[config.mk]
export PLATFORM = sky130hd
export DESIGN_NAME = lso_core
export DESIGN_NICKNAME = d
export VERILOG_FILES = /design/src/core/lso_pkg.sv /design/src/core/lso_link_if.sv /design/src/core/lso_byte_rev.sv /design/src/core/lso_attr_dec.sv /design/src/core/lso_core.sv
export SDC_FILE = /design/constraint.sdc
export NUM_CORES = 1
export LEC_CHECK = 0
export BUFFER_PORTS_ARGS = -buffer_cell sky130_fd_sc_hd__clkbuf_2
export CELL_PAD_IN_SITES_DETAIL_PLACEMENT = 1
export CELL_PAD_IN_SITES_GLOBAL_PLACEMENT = 2
export CORE_MARGIN = 2
export CORE_UTILIZATION = 28
export DETAILED_ROUTE_END_ITERATION = 10
export PLACE_DENSITY = 0.81
export SLEW_MARGIN = 20
export SYNTH_ARGS = -nofsm -noshare
export SYNTH_HDL_FRONTEND = slang
export SYNTH_SLANG_ARGS = --single-unit
export TNS_END_PERCENT = 1
[constraint.sdc]
create_clock -name clk -period 6.6 [get_ports clk]
set_input_delay 1.32 -clock clk [delete_from_list [all_inputs] [get_ports clk]]
set_output_delay 1.32 -clock clk [all_outputs]
set_load 0.01 [all_outputs]
[src/core/lso_pkg.sv]
// package for the load/store ordering block: types, region table, steps
// assumes one clock domain; shared by the core, the link interface and helpers
package lso_pkg;

  // transfer element size, which also picks the byte-order granularity
  typedef enum logic [1:0] {
    LSO_SZ_BYTE = 2'h0,
    LSO_SZ_HALF = 2'h1,
    LSO_SZ_WORD = 2'h2
  } lso_size_t;

  // main memory type, exactly one per region
  typedef enum logic [1:0] {
    LSO_MT_NORMAL = 2'h0,
    LSO_MT_DEVICE = 2'h1,
    LSO_MT_STRONG = 2'h2
  } lso_mtype_t;

  // cacheability class, meaningful for normal memory only
  typedef enum logic [1:0] {
    LSO_CA_NONE = 2'h0,
    LSO_CA_WT = 2'h1,
    LSO_CA_WB = 2'h2
  } lso_cache_t;

  // byte reverse operations
  typedef enum logic [1:0] {
    LSO_REV_WORD = 2'h0,
    LSO_REV_SHALF = 2'h1,
    LSO_REV_PACKED = 2'h2,
    LSO_REV_NONE = 2'h3
  } lso_revop_t;

  // region table, indexed by the top address bits, two bits per region for type and cache, one bit for share
  localparam int LSO_REGION_LSB = 29;
  localparam logic [15:0] LSO_REGION_TYPE = 16'h9410;
  localparam logic [7:0] LSO_REGION_SHARE = 8'hC4;
  localparam logic [15:0] LSO_REGION_CACHE = 16'h0086;

  // address steps and reset values
  localparam logic [31:0] LSO_HALF_STEP = 32'h00000002;
  localparam logic [31:0] LSO_WORD_STEP = 32'h00000004;
  localparam logic [31:0] LSO_RST_ADDR = 32'h00000000;
  localparam logic [31:0] LSO_RST_DATA = 32'h00000000;

endpackage

[src/core/lso_link_if.sv]
// interface joining the core to its byte reverser and region decoder
// assumes all three sit in the same clock domain; purely combinational
`timescale 1ns/100ps
`default_nettype none
interface lso_link_if;
  import lso_pkg::*;
  logic [31:0] rev_in;
  lso_revop_t rev_op;
  logic [31:0] rev_out;
  logic [31:0] attr_addr;
  lso_mtype_t attr_type;
  logic attr_share;
  lso_cache_t attr_cache;
  modport rev (input rev_in, input rev_op, output rev_out);
  modport attr (input attr_addr, output attr_type, output attr_share, output attr_cache);
endinterface
`default_nettype wire

[src/core/lso_byte_rev.sv]
// byte reversal datapath for word, signed halfword and packed halfwords
// assumes the caller registers the result
`timescale 1ns/100ps
`default_nettype none
module lso_byte_rev (
  // link to the core
  lso_link_if.rev lnk
);
  import lso_pkg::*;

  logic [31:0] in_w;
  logic [31:0] word_rev;
  logic [31:0] shalf_rev;
  logic [31:0] packed_rev;

  // all four candidates are cheap, select afterwards
  assign in_w = lnk.rev_in;
  assign word_rev = {in_w[7:0], in_w[15:8], in_w[23:16], in_w[31:24]}; // [RL5]
  assign shalf_rev = {{16{in_w[7]}}, in_w[7:0], in_w[15:8]}; // [RL6]
  assign packed_rev = {in_w[23:16], in_w[31:24], in_w[7:0], in_w[15:8]}; // [RL7]
  assign lnk.rev_out = (lnk.rev_op == LSO_REV_WORD) ? word_rev :
                       (lnk.rev_op == LSO_REV_SHALF) ? shalf_rev :
                       (lnk.rev_op == LSO_REV_PACKED) ? packed_rev : in_w;
endmodule
`default_nettype wire

[src/core/lso_attr_dec.sv]
// region decoder: address to memory type, shareability and cacheability
// assumes the region table in the package; illegal codes degrade safely
`timescale 1ns/100ps
`default_nettype none
module lso_attr_dec (
  // link to the core
  lso_link_if.attr lnk
);
  import lso_pkg::*;

  logic [2:0] idx;
  logic [1:0] raw_type;
  logic [1:0] raw_cache;
  logic is_strong;
  logic is_normal;

  // table lookup on the top address bits
  assign idx = lnk.attr_addr[LSO_REGION_LSB +: 3];
  assign raw_type = LSO_REGION_TYPE[{idx, 1'b0} +: 2];
  assign raw_cache = LSO_REGION_CACHE[{idx, 1'b0} +: 2];
  // an unused type code falls to strongly-ordered, the safest ordering
  assign is_strong = (raw_type == 2'h2) || (raw_type == 2'h3);
  assign is_normal = (raw_type == 2'h0);
  assign lnk.attr_type = is_strong ? LSO_MT_STRONG : lso_mtype_t'(raw_type); // [RL9]
  assign lnk.attr_share = is_strong | LSO_REGION_SHARE[idx]; // [RL10] [RL11]
  // device and strongly-ordered memory are never cached
  assign lnk.attr_cache = (is_normal && raw_cache != 2'h3) ?
                          lso_cache_t'(raw_cache) : LSO_CA_NONE; // [RL13]
endmodule
`default_nettype wire

[src/core/lso_core.sv]
// load/store path: halfword fetch, element-sized endian steering,
// byte reverse unit and one-at-a-time memory port with region attributes
// assumes the memory side answers each request, held here until then, with one ack pulse
//
// Operation
// [RL1] fetches are always halfword aligned, bit 0 forced low
// [RL2] wide instruction built from lower then upper halfword, even byte low
// [RL3] endian mapping applied per transferred element, not whole transfer
// [RL4] byte, halfword and word elements per load/store class
// [RL5] word reverse swaps all four bytes
// [RL6] signed halfword reverse swaps low half bytes, sign extends
// [RL7] packed reverse swaps bytes within each halfword
// [RL8] no exclusive accesses and no exclusive monitor
// [RL9] each region has exactly one of normal, device, strongly-ordered
// [RL10] normal and device regions carry a shareability flag
// [RL11] strongly-ordered regions are always shareable
// [RL12] strongly-ordered accesses happen and are seen in program order
// [RL13] normal regions are non-cacheable, write-through or write-back
// [RL14] after several writes the value equals one whole write
// [RL15] a racing read sees whole old or whole new value
// [RL16] atomic only for bytes, aligned halfwords, aligned words
// [RL17] multiple transfers are a sequence of aligned word transactions
// [RL18] non-atomic accesses split into smaller atomic accesses; here misaligned ones fault instead, never split
// [RL19] fetches atomic per halfword; line fills leave atomicity alone
// [RL20] device and strongly-ordered atomic writes are multi-copy atomic
// [RL21] writes to one location serialized in one observed order
// [RL22] normal memory may still merge writes
// [RL23] fetched instructions are always little-endian
// [RL24] little-endian puts the lowest address in the least significant lane
// [RL25] type, shareability and cacheability travel with each request
`timescale 1ns/100ps
`default_nettype none
module lso_core #(
  parameter int CNT_W = 4
) (
  // clock and reset
  input wire logic clk,
  input wire logic sys_rst,
  // endianness strap and status
  input wire logic big_endian_strap,
  output logic big_endian,
  // instruction fetch
  input wire logic if_req,
  input wire logic [31:0] if_addr,
  output logic if_ready,
  output logic if_valid,
  output logic if_wide,
  output logic [31:0] if_instr,
  // data load and store
  input wire logic ls_req,
  input wire logic ls_write,
  input wire lso_pkg::lso_size_t ls_size,
  input wire logic ls_signed,
  input wire logic ls_multi,
  input wire logic [CNT_W-1:0] ls_count,
  input wire logic [31:0] ls_addr,
  input wire logic [31:0] ls_wdata,
  output logic ls_ready,
  output logic ls_wnext,
  output logic ls_rvalid,
  output logic [31:0] ls_rdata,
  output logic ls_done,
  output logic ls_fault,
  // byte reverse unit
  input wire lso_pkg::lso_revop_t rev_op,
  input wire logic [31:0] rev_in,
  output logic [31:0] rev_out,
  // memory port
  output logic mem_req,
  output logic [31:0] mem_addr,
  output var lso_pkg::lso_size_t mem_size,
  output logic mem_write,
  output logic [3:0] mem_strb,
  output logic [31:0] mem_wdata,
  output var lso_pkg::lso_mtype_t mem_type,
  output logic mem_share,
  output var lso_pkg::lso_cache_t mem_cache,
  input wire logic mem_ack,
  input wire logic [31:0] mem_rdata
);
  import lso_pkg::*;

  typedef enum logic [3:0] {
    LSO_ST_IDLE = 4'h1,
    LSO_ST_FH1 = 4'h2,
    LSO_ST_FH2 = 4'h4,
    LSO_ST_DATA = 4'h8
  } lso_state_t;

  lso_state_t state_q, state_d;
  logic [31:0] addr_q, addr_d, hw_pair_q, wdata_q, rdata_q, rev_q;
  logic [15:0] hw1_q;
  lso_size_t size_q, st_size;
  logic write_q, signed_q, strap_seen_q, big_q;
  logic [CNT_W-1:0] beats_q;
  logic if_valid_q, if_wide_q, rvalid_q, done_q, fault_q;
  logic st_idle, st_fh1, st_fh2, st_data, take_ls, take_if, misalign, more_beats;
  logic [15:0] fetch_hw, rd_half_raw, rd_half, wr_half;
  logic fetch_wide;
  logic [31:0] rd_shift, rd_rev, rd_word, ld_value, wr_steer, wr_rev;
  logic [7:0] rd_byte;

  lso_link_if lnk();
  lso_byte_rev u_rev (.lnk(lnk.rev));
  lso_attr_dec u_attr (.lnk(lnk.attr));

  // state decode and request acceptance; data wins over fetch
  assign st_idle = (state_q == LSO_ST_IDLE);
  assign st_fh1 = (state_q == LSO_ST_FH1);
  assign st_fh2 = (state_q == LSO_ST_FH2);
  assign st_data = (state_q == LSO_ST_DATA);
  assign ls_ready = st_idle;
  assign if_ready = st_idle & ~ls_req;
  assign take_ls = ls_req & st_idle;
  assign take_if = if_req & if_ready;
  assign more_beats = (beats_q > CNT_W'(1));
  assign ls_wnext = st_data & mem_ack & write_q & more_beats;

  // only naturally aligned accesses are atomic, so others fault here
  assign misalign = (ls_multi || ls_size == LSO_SZ_WORD) ? (ls_addr[1:0] != 2'h0) :
                    (ls_size == LSO_SZ_HALF) ? ls_addr[0] : 1'b0; // [RL16] [RL18]

  // fetch lane: never byte swapped, even byte lands in bits 7:0
  assign fetch_hw = addr_q[1] ? mem_rdata[31:16] : mem_rdata[15:0]; // [RL2] [RL23]
  assign fetch_wide = (fetch_hw[15:13] == 3'h7) && (fetch_hw[12:11] != 2'h0);

  // load steering, swap only inside the element itself
  assign rd_shift = mem_rdata >> {addr_q[1:0], 3'b000};
  assign rd_byte = rd_shift[7:0]; // [RL24]
  assign rd_half_raw = addr_q[1] ? mem_rdata[31:16] : mem_rdata[15:0];
  assign rd_half = big_q ? {rd_half_raw[7:0], rd_half_raw[15:8]} : rd_half_raw; // [RL3]
  assign rd_rev = {mem_rdata[7:0], mem_rdata[15:8], mem_rdata[23:16], mem_rdata[31:24]};
  assign rd_word = big_q ? rd_rev : mem_rdata; // [RL3]
  assign ld_value = (size_q == LSO_SZ_BYTE) ?
                      (signed_q ? {{24{rd_byte[7]}}, rd_byte} : {24'h000000, rd_byte}) :
                    (size_q == LSO_SZ_HALF) ?
                      (signed_q ? {{16{rd_half[15]}}, rd_half} : {16'h0000, rd_half}) :
                    rd_word; // [RL4]

  // store steering: element replicated on every lane, strobes pick it
  assign st_size = st_idle ? (ls_multi ? LSO_SZ_WORD : ls_size) : size_q;
  assign wr_half = big_q ? {ls_wdata[7:0], ls_wdata[15:8]} : ls_wdata[15:0];
  assign wr_rev = {ls_wdata[7:0], ls_wdata[15:8], ls_wdata[23:16], ls_wdata[31:24]};
  assign wr_steer = (st_size == LSO_SZ_BYTE) ? {4{ls_wdata[7:0]}} :
                    (st_size == LSO_SZ_HALF) ? {2{wr_half}} :
                    (big_q ? wr_rev : ls_wdata); // [RL3] [RL4]

  // next address: aligned fetch, +2 for the second halfword, +4 per beat
  assign addr_d = take_ls ? ls_addr :
                  take_if ? {if_addr[31:1], 1'b0} : // [RL1]
                  (st_fh1 & mem_ack) ? addr_q + LSO_HALF_STEP : // [RL2]
                  (st_data & mem_ack & more_beats) ? addr_q + LSO_WORD_STEP : // [RL17]
                  addr_q;

  // sequencer
  always_comb
  begin
    state_d = state_q;
    unique case (state_q)
      LSO_ST_IDLE:
      begin
        if (take_ls && !misalign)
          state_d = LSO_ST_DATA;
        else if (take_if)
          state_d = LSO_ST_FH1;
      end
      LSO_ST_FH1:
      begin
        if (mem_ack)
          state_d = fetch_wide ? LSO_ST_FH2 : LSO_ST_IDLE;
      end
      LSO_ST_FH2:
      begin
        if (mem_ack)
          state_d = LSO_ST_IDLE;
      end
      LSO_ST_DATA:
      begin
        if (mem_ack && !more_beats)
          state_d = LSO_ST_IDLE;
      end
      default: state_d = LSO_ST_IDLE;
    endcase
  end

  always_ff @(posedge clk or posedge sys_rst)
  begin
    if (sys_rst)
    begin
      state_q <= LSO_ST_IDLE;
      addr_q <= LSO_RST_ADDR;
    end
    else
    begin
      state_q <= state_d;
      addr_q <= addr_d;
    end
  end

  // request shape is latched once, so a multi-beat stays word sized
  always_ff @(posedge clk or posedge sys_rst)
  begin
    if (sys_rst)
    begin
      size_q <= LSO_SZ_HALF;
      write_q <= 1'b0;
      signed_q <= 1'b0;
      beats_q <= '0;
    end
    else if (take_ls)
    begin
      size_q <= st_size; // [RL17]
      write_q <= ls_write;
      signed_q <= ls_signed;
      beats_q <= (ls_multi && ls_count != '0) ? ls_count : CNT_W'(1);
    end
    else if (take_if)
    begin
      size_q <= LSO_SZ_HALF; // [RL19]
      write_q <= 1'b0;
    end
    else if (st_data && mem_ack)
      beats_q <= beats_q - CNT_W'(1);
  end

  // write data register, refreshed per beat from the next word
  always_ff @(posedge clk or posedge sys_rst)
  begin
    if (sys_rst)
      wdata_q <= LSO_RST_DATA;
    else if (take_ls || ls_wnext)
      wdata_q <= wr_steer;
  end

  // fetch assembly: first halfword on the left, as decoded
  always_ff @(posedge clk or posedge sys_rst)
  begin
    if (sys_rst)
    begin
      hw1_q <= 16'h0000;
      hw_pair_q <= LSO_RST_DATA;
      if_valid_q <= 1'b0;
      if_wide_q <= 1'b0;
    end
    else
    begin
      if_valid_q <= (st_fh1 & mem_ack & ~fetch_wide) | (st_fh2 & mem_ack);
      if (st_fh1 && mem_ack)
      begin
        hw1_q <= fetch_hw;
        hw_pair_q <= {fetch_hw, 16'h0000};
        if_wide_q <= fetch_wide;
      end
      else if (st_fh2 && mem_ack)
        hw_pair_q <= {hw1_q, fetch_hw}; // [RL2]
    end
  end

  // load results and completion pulses
  always_ff @(posedge clk or posedge sys_rst)
  begin
    if (sys_rst)
    begin
      rdata_q <= LSO_RST_DATA;
      rvalid_q <= 1'b0;
      done_q <= 1'b0;
      fault_q <= 1'b0;
    end
    else
    begin
      rvalid_q <= st_data & mem_ack & ~write_q;
      done_q <= st_data & mem_ack & ~more_beats;
      fault_q <= take_ls & misalign;
      if (st_data && mem_ack && !write_q)
        rdata_q <= ld_value;
    end
  end

  // strap caught on the first edge after release, not by the reset itself
  always_ff @(posedge clk or posedge sys_rst)
  begin
    if (sys_rst)
    begin
      strap_seen_q <= 1'b0;
      big_q <= 1'b0;
      rev_q <= LSO_RST_DATA;
    end
    else
    begin
      rev_q <= lnk.rev_out; // [RL5] [RL6] [RL7]
      if (!strap_seen_q)
      begin
        strap_seen_q <= 1'b1;
        big_q <= big_endian_strap;
      end
    end
  end

  // helper links
  assign lnk.rev_in = rev_in;
  assign lnk.rev_op = rev_op;
  assign lnk.attr_addr = addr_q;

  // one request in flight, held to ack, whole element per transaction;
  // no exclusive flavour exists, a plain request is all the port offers
  assign mem_req = ~st_idle; // [RL8] [RL12] [RL14] [RL15] [RL20] [RL21]
  assign mem_addr = addr_q;
  assign mem_size = size_q;
  assign mem_write = write_q & st_data;
  assign mem_wdata = wdata_q;
  assign mem_strb = (size_q == LSO_SZ_BYTE) ? (4'h1 << addr_q[1:0]) :
                    (size_q == LSO_SZ_HALF) ? (addr_q[1] ? 4'hC : 4'h3) : 4'hF;
  // attributes ride with the request; normal merging is left to memory
  assign mem_type = lnk.attr_type; // [RL25] [RL22]
  assign mem_share = lnk.attr_share; // [RL25]
  assign mem_cache = lnk.attr_cache; // [RL25]

  assign big_endian = big_q;
  assign if_valid = if_valid_q;
  assign if_wide = if_wide_q;
  assign if_instr = hw_pair_q;
  assign ls_rvalid = rvalid_q;
  assign ls_rdata = rdata_q;
  assign ls_done = done_q;
  assign ls_fault = fault_q;
  assign rev_out = rev_q;

  logic [31:0] rin_word, rin_pack;
  assign rin_word = {rev_in[7:0], rev_in[15:8], rev_in[23:16], rev_in[31:24]};
  assign rin_pack = {rev_in[23:16], rev_in[31:24], rev_in[7:0], rev_in[15:8]};
endmodule
`default_nettype wire

Word-level counts from Yosys, hierarchy flattened
Memory sizes are Yosys's and may differ from the RTL's.
Cells that the tools add are included.
W data, S select, Z words.
{"block": "word_totals", "regBits": 195, "rom_bits": 8, "in_bits": 177, "output_inout_bits": 182, "elab_cells": 141, "memories": 1}
{"name": "(name not given)", "depth": 8, "width": 1, "rd": 1, "rd_ports_with_merged_regs": 0, "write_ports": 0, "line": "lso_attr_dec.sv:25", "text": "assign lnk.attr_share = is_strong | LSO_REGION_SHARE[idx];"}
{"block": "classes", "addsub": 3, "magnitude_cmp": 2, "n_eq_ne": 19, "n_shift": 4, "mux": 45, "bitwise": 21, "reduce_logical": 28}
{"op": "$mux W32", "n": 17}
{"op": "$mux W16", "n": 3}
{"op": "$mux W4", "n": 12}
{"op": "$add A32 B2 Y32 const B", "n": 1}
{"op": "$add A32 B3 Y32 const B", "n": 1}
{"op": "$shiftx A16 B5 Y2 const A", "n": 2}
{"op": "$shr A32 B5 Y8", "n": 1}
{"op": "$pmux W4 S4", "n": 1}
{"op": "$and A1 B1 Y1", "n": 14}
{"op": "$mux W2", "n": 6}
{"op": "$reduce_bool A2 Y1", "n": 5}
{"op": "$logic_and A1 B1 Y1", "n": 9}
{"op": "$eq A2 B1 Y1 const B", "n": 4}
{"op": "$eq A2 B2 Y1 const B", "n": 4}
{"op": "$logic_not A2 Y1", "n": 4}
{"op": "$ne A2 B2 Y1 const B", "n": 4}
{"op": "$reduce_bool A4 Y1", "n": 2}
{"op": "$mux W1", "n": 5}
{"op": "$not A1 Y1", "n": 5}
{"op": "$eq A4 B1 Y1 const B", "n": 1}
{"op": "$eq A4 B2 Y1 const B", "n": 1}
{"op": "$eq A4 B3 Y1 const B", "n": 1}
{"op": "$eq A4 B4 Y1 const B", "n": 1}
{"op": "$gt A4 B1 Y1 const B", "n": 1}
{"op": "other kinds (12)", "n": 17}

Longest topological paths before layout
Gate-level depths: netlist of the first run.
{"block": "depth", "depth_word": 7, "ltp_mapped": 10, "mapped_depth_nobuf": 7}

By module
A second synthesis of the first run with hierarchy kept.
{"block": "unflattened", "cells_unflattened": 1081, "hier_area_um2": 10852.9}
{"mod": "lso_core", "n_inst": 1, "cells_per_inst": 990, "area_per_inst_um2": 9784.4, "seq_area_each_um2": 4882.2}
{"mod": "lso_byte_rev", "n_inst": 1, "cells_per_inst": 77, "area_per_inst_um2": 963.4, "seq_area_each_um2": 0.0}
{"mod": "lso_attr_dec", "n_inst": 1, "cells_per_inst": 14, "area_per_inst_um2": 105.1, "seq_area_each_um2": 0.0}

Least setup slack after synthesis of the first run
No wires, ideal clock.
{"block": "synth_timing", "path_type": "input-to-output", "start": "in mem_ack", "end": "out ls_wnext", "arrival_ps": 1972, "required_time_ps": 5280, "setup_slack_ps": 3308, "path_stages": 4, "path_buffers": 2, "cell_sequence": "buf_2 -> o311a_1 -> buf_2 -> and2_1"}
{"block": "synth_between", "elab_chain_len": 3}
{"element": "start, declared", "line": "lso_core.sv:78", "text": "input wire logic mem_ack,"}
{"element": "$and A1 B1 Y1 (3 in series)", "line": "lso_core.sv:117", "text": "assign ls_wnext = st_data & mem_ack & write_q & more_beats;"}
{"element": "end, declared", "line": "lso_core.sv:59", "text": "output logic ls_wnext,"}
No other way between the ends.

Worst setup path in the final report of the first run
Ends and elaborated chain as after synthesis.

==> results of run 1 <==
==> logic make-up (layout without fill, tap and decap cells) <==
family | count (synthesis) | after routing | synth area share [%]
AO/OA/AOI/OAI | 360 | 360 | 22.74
XOR/XNOR | 7 | 7 | 0.5606
adder cells (fa/ha/maj) | 7 | 7 | 0.8008
buffers and inverters | 103 | 426 | 3.924
flip-flops | 195 | 195 | 44.64
multiplexers | 115 | 115 | 12.89
other | 1 | 2 | 0.03429
AND/OR/NAND/NOR | 336 | 336 | 14.40
==> cells in the final DEF (no fill, tap or decap), drive strengths merged, types with 20 or more instances in the layout <==
master / count
o21ai: 113
clkbuf: 372
o211ai: 29
a21oi: 54
a22oi: 24
dfrtp: 193
nand2: 109
mux2: 44
mux2i: 55
nand2b: 25
a31oi: 20
nor2: 115
inv: 25
buf: 21
==> where the power goes <==
group | total (mW) | leakage, nW | internal [mW] | switching, mW
combinational | 2.67 | 3.61 | 1.06 | 1.60
sequential | 2.02 | 2.39 | 1.62 | 0.396
clock | 1.09 | 0.288 | 0.517 | 0.577
==> area by class of cell <==
class,count,area (um^2),share of cell area [%]
antenna,1,2.502,0.01813
multi-input combinational,826,5648,40.91
clock inverter,15,178.9,1.296
timing repair buffer,376,1944,14.08
sequential,195,4887,35.40
clock buffer,17,425.4,3.081
tap,518,648.1,4.695
inverter,18,71.32,0.5166
==> worst max path at each step <==
stage,startpoint,end,slack (ns),cells past startpoint
2_1_floorplan,sys_rst,beats_q[0],2.76,1
3_3_place_gp,mem_ack,mem_addr[14],2.80,7
3_5_place_dp,mem_ack,ls_rdata[23],2.75,6
4_1_cts,mem_size[1],mem_strb[1],2.56,3
5_1_grt,state_q[1],ls_wnext,2.71,4
6_report,mem_ack,ls_wnext,2.88,4
==> registers in the layout, summed over array words and instances, names as in the netlist <==
| signal | flops |
|---|---|
| ls_fault | 1 |
| if_instr | 32 |
| hw1_q | 16 |
| rev_out | 32 |
| write_q | 1 |
| ls_rdata | 32 |
| big_endian | 1 |
| if_wide | 1 |
| mem_size | 2 |
| mem_wdata | 32 |
| ls_rvalid | 1 |
| if_valid | 1 |
| state_q | 4 |
| strap_seen_q | 1 |
| beats_q | 4 |
| mem_addr | 32 |
| ls_done | 1 |
| signed_q | 1 |
==> worst max-delay path, cell delays in order <==
cell	delay, ns
clkbuf_2	0.20
o311a_1	0.51
and2_1	0.23
clkbuf_2	0.14
==> per-stage QoR <==
step | hold WS, ns | std cells | instance area (um^2) | util, % | power (mW)
global placement | 0.4647 | 1933 | 13190 | 34.20 | 4.671
global route | 0.5220 | 1965 | 13800 | 35.80 | 6.213
detailed placement | 0.4774 | 1933 | 13190 | 34.21 | 4.747
CTS | 0.4974 | 1965 | 13800 | 35.78 | 5.871
finish | 0.4907 | 1966 | 13810 | 35.81 | 5.776
floorplan | 0.4517 | 1124 | 10940 | - | 3.623
==> per-layer routing <==
metal / vias to the layer above / wire, um / GRT usage, %
met5: - / 0 / 0
met4: 0 / 611 / 4.596
met2: 244 / 19560 / 32.93
li1: 4771 / - / -
met3: 36 / 2283 / 5.248
met1: 5175 / 17890 / 25.36
==> results.yml, run 1 <==
timing:
  fmax_mhz: 268.5
  min_period_ns: 3.725
  max_slew.worst_pin.slew_ns: 1.090
  finalHoldViolCount: 0
  setup_viol: 0
  fin_setup_tns_ns: 0
  slew_viol_final: 0
  max_slew_margin_pct: 26.82
  rsz0062_at_grt: "false"
  clock_skew_ns: 0.01755
  worst_slack_ns: 2.875
  fin_crit_sh_pct: 56.44
worst_hold_path:
  hold_start: "hw1_q[4]"
  worstHoldPathType: "register to register"
  min_to: "hw1_q[4]"
  min_path_cells: 2
synth:
  synthFlopType: "dfrtp_1"
  syn_area_per_cell_um2: 9.730
  synth_area_mm2: 0.01094
  synth_common_cells: "dfrtp_1, nor2_1, nand2_1, o21ai_0"
  synth_warnings: 0
  synth.distinct_cells: 75
  synth-edff-count: 0
  ys_seq_elements: 195
  seq_area_frac_synth_pct: 44.64
  syn_inst: 1124
  syn_nets: 1308
  yosysTopAreaCell: "dfrtp_1"
  yosysMostFrequentCell: "dfrtp_1"
  synthArstFlopShare_pct: 100.0
  synth_top_area_share_pct: 44.16
  yosys-top-cells-area: "dfrtp_1, mux2i_1, o21ai_0"
clock_tree:
  cts_buffers: 17
  post_cts.repair.setup_buffers: 0
  cts_max_level: 4
  clkTransAtPathRegs_ns: 0.09
  root_buffer: "clkbuf_16"
  cts_sinks: 195
  cts_tree: "done"
  cts_hold_buffers: 0
  clock_tree.buffer_depth: 2
  clk_latency_ns: 0.46
  cts_resized: 0
floorplanning:
  rows: 72
  fp.dieArea_mm2: 0.04066
  fp.dieW_um: 201.6
  fp.dieH_um: 201.6
  start_util_pct: 28.37
  ioPinCount: 359
  coreArea_mm2: 0.03856
grt:
  grtUsageTotal_pct: 19.69
  grt_pass1_vias: 10640
  grt_pass1_wl_um: 62960
  antenna_found_initial: 1
  grt_max_degree: 132
  grt_remaining_overflow: 0
placed_design:
  dp.final_hpwl_um: 29440
  pre_cts_slack_ns: 2.753
  portBuffers: 357
  gp_congestion: 0.8179
setup_path:
  path_class: "input pin to primary output"
  r2r-end: "mem_addr[14]"
  critPathMaxFanout: 11
  cp_data_arrival_time_ns: 2.40
  reg2reg_slack_ns: 3.09
  r2r_start: "state_q[0]"
  reg2reg_depth: 8
  worst_ep_required_time_ns: 5.28
  end_kind: "primary output"
  worstSetupStartpointType: "input pin"
power:
  vdd_drop_max_v: 0.0001956
  power_density_mw_per_mm2: 418.3
  leakage_nw: 6.292
routing:
  drcViolationCount: 0
  vias: 10230
  wl_um: 40340
  drt-initial-drc-count: 405
  ant_nets: 0
  wl_per_cell_um: 20.52
  routed_via_density: 5.201
  dr.pass1.iters: 5
run:
  timing.max_cap.violations: 0
outcome:
  status: "finished clean"
layout:
  drive_gt1_share_pct: 34.55
  areaGrowthSynthToFinish_pct: 26.23
  fin_nets: 1618
  num-fill-cells: 4557
(Power assumes the default switching activity.)
==> run 2, diff against run 1 <==
CORE_UTILIZATION = 31   (was 28)
PLACE_DENSITY = 0.85   (was 0.81)
clock period = 3.7 ns   (was 6.6 ns; I/O delays follow)
==> results.yml, run 2 (synthesized netlist as in run 1, its figures left out) <==
outcome:
  status: "finished clean"
clock_tree:
  cts_max_level: 4
  cts_hold_buffers: 0
  cts_resized: 0
  cts_buffers: 17
  cts_sinks: 195
  clkTransAtPathRegs_ns: 0.08
  post_cts.repair.setup_buffers: 0
  cts_tree: "done"
  root_buffer: "clkbuf_16"
  clock_tree.buffer_depth: 2
  clk_latency_ns: 0.46
floorplanning:
  rows: 68
  start_util_pct: 31.58
  coreArea_mm2: 0.03463
  ioPinCount: 359
  fp.dieH_um: 191.8
  fp.dieW_um: 191.8
  fp.dieArea_mm2: 0.03680
placed_design:
  dp.cells: 1890
  gp_congestion: 0.8159
  dp.final_hpwl_um: 29960
  portBuffers: 357
  dpl_cell_area_mm2: 0.01327
grt:
  grt_use_met1_pct: 28.25
  antenna_found_initial: 2
  grt_pass1_wl_um: 62340
  grt_pass1_vias: 10880
  grt_max_degree: 78
  grt_remaining_overflow: 0
  use_met2_pct: 35.93
  grt_util_met3_pct: 5.025
  grtUsageTotal_pct: 21.87
  globalRoute.busiestLayer: "met2"
layout:
  drive_gt1_share_pct: 35.24
  num-fill-cells: 4112
  final_area_mm2: 0.01385
  layout_commonest_cell: "clkbuf_2"
  finalNonFillerCells: 1923
  fin_nets: 1638
  final_cell_mix: "clkbuf_2, dfrtp_1, nor2_1"
  areaGrowthSynthToFinish_pct: 26.67
routing:
  wl_per_cell_um: 20.89
  drt-initial-drc-count: 445
  vias: 10300
  routed_via_density: 5.355
  drcViolationCount: 0
  ant_nets: 0
  dr.pass1.iters: 4
  wl_um: 40160
timing:
  max_slew.worst_pin.slew_ns: 1.059
  fmax_mhz: 344.9
  setup_viol: 0
  fin_crit_sh_pct: 78.35
  finalHoldViolCount: 0
  slew_viol_final: 0
  clock_skew_ns: 0.01432
  max_slew_margin_pct: 29.37
  hold_slack_ns: 0.3999
  fin_setup_tns_ns: 0
  min_period_ns: 2.899
  rsz0062_at_grt: "false"
run:
  timing.max_cap.violations: 0
setup_path:
  worstSetupStartpointType: "register"
  path_class: "register to register"
  end_kind: "register"
  cp_data_arrival_time_ns: 3.27
  critPathMaxFanout: 19
  worst_ep_required_time_ns: 4.07
power:
  p_total_mw: 10.38
  power_density_mw_per_mm2: 749.6
  leakage_nw: 6.385
  vdd_drop_max_v: 0.0003418
worst_hold_path:
  worstHoldPathType: "input pin to asynchronous set/reset pin"
run 2: changes by cell type in the layout (fill, tap and decap cells not counted), sizes merged:
cell	before	now
buf	21	40
clkinv	5	3
inv	25	27
clkbuf	372	373
run 2: area by class of cell:
type	count	area (um^2)	share of cell area, %
Sequential cell	195	4886	35.27
Clock inverter	15	153.9	1.111
Tap cell	455	569.3	4.109
Antenna cell	1	2.502	0.01806
Clock buffer	17	425.4	3.071
Timing Repair Buffer	396	2105	15.19
Inverter	18	71.32	0.5148
Multi-Input combinational cell	826	5640	40.72
run 2: worst paths after layout:
kind                        startpoint            to  slack [ns]  cells past startpoint
setup / recovery            state_q[0]   mem_addr[7]        0.80                      8
max in group asynchronous      sys_rst  ls_rdata[17]        2.44                      3
setup reg to reg            state_q[0]   mem_addr[7]        0.80                      8
hold reg to reg            if_instr[7]   if_instr[7]        0.48                      2
hold / removal                 sys_rst   rev_out[26]        0.40                      2
min in group clk           if_instr[7]   if_instr[7]        0.48                      2
run 2: power by group:
group | switching [mW] | internal, mW | total [mW]
registers | 0.689 | 2.89 | 3.58
clock network | 0.986 | 0.908 | 1.89
logic | 2.93 | 1.98 | 4.91
run 2: per-stage QoR:
step / setup slack (ns) / util (%)
final: 0.8009 / 40.01
after floorplan: 0.4432 / -
after detailed placement: 0.7321 / 38.32
after global placement: 0.7485 / 38.32
after global routing: 0.6376 / 40.01
after CTS: 0.7912 / 39.99
run 2: routing by layer:
layer,share of wire (%),wire length [um]
met5,0.032,13
met4,2.9,1163
met3,5.4,2176
met2,48,19280
met1,44,17530
run 2: critical path: stages, from the launching register on:
cell and delay (ns):
dfstp_2 0.63, nor4b_2 0.22, buf_4 0.25, inv_2 0.13
o22ai_1 0.47, buf_4 0.23, or2_2 0.38, nand2_1 0.28
o21ai_0 0.23
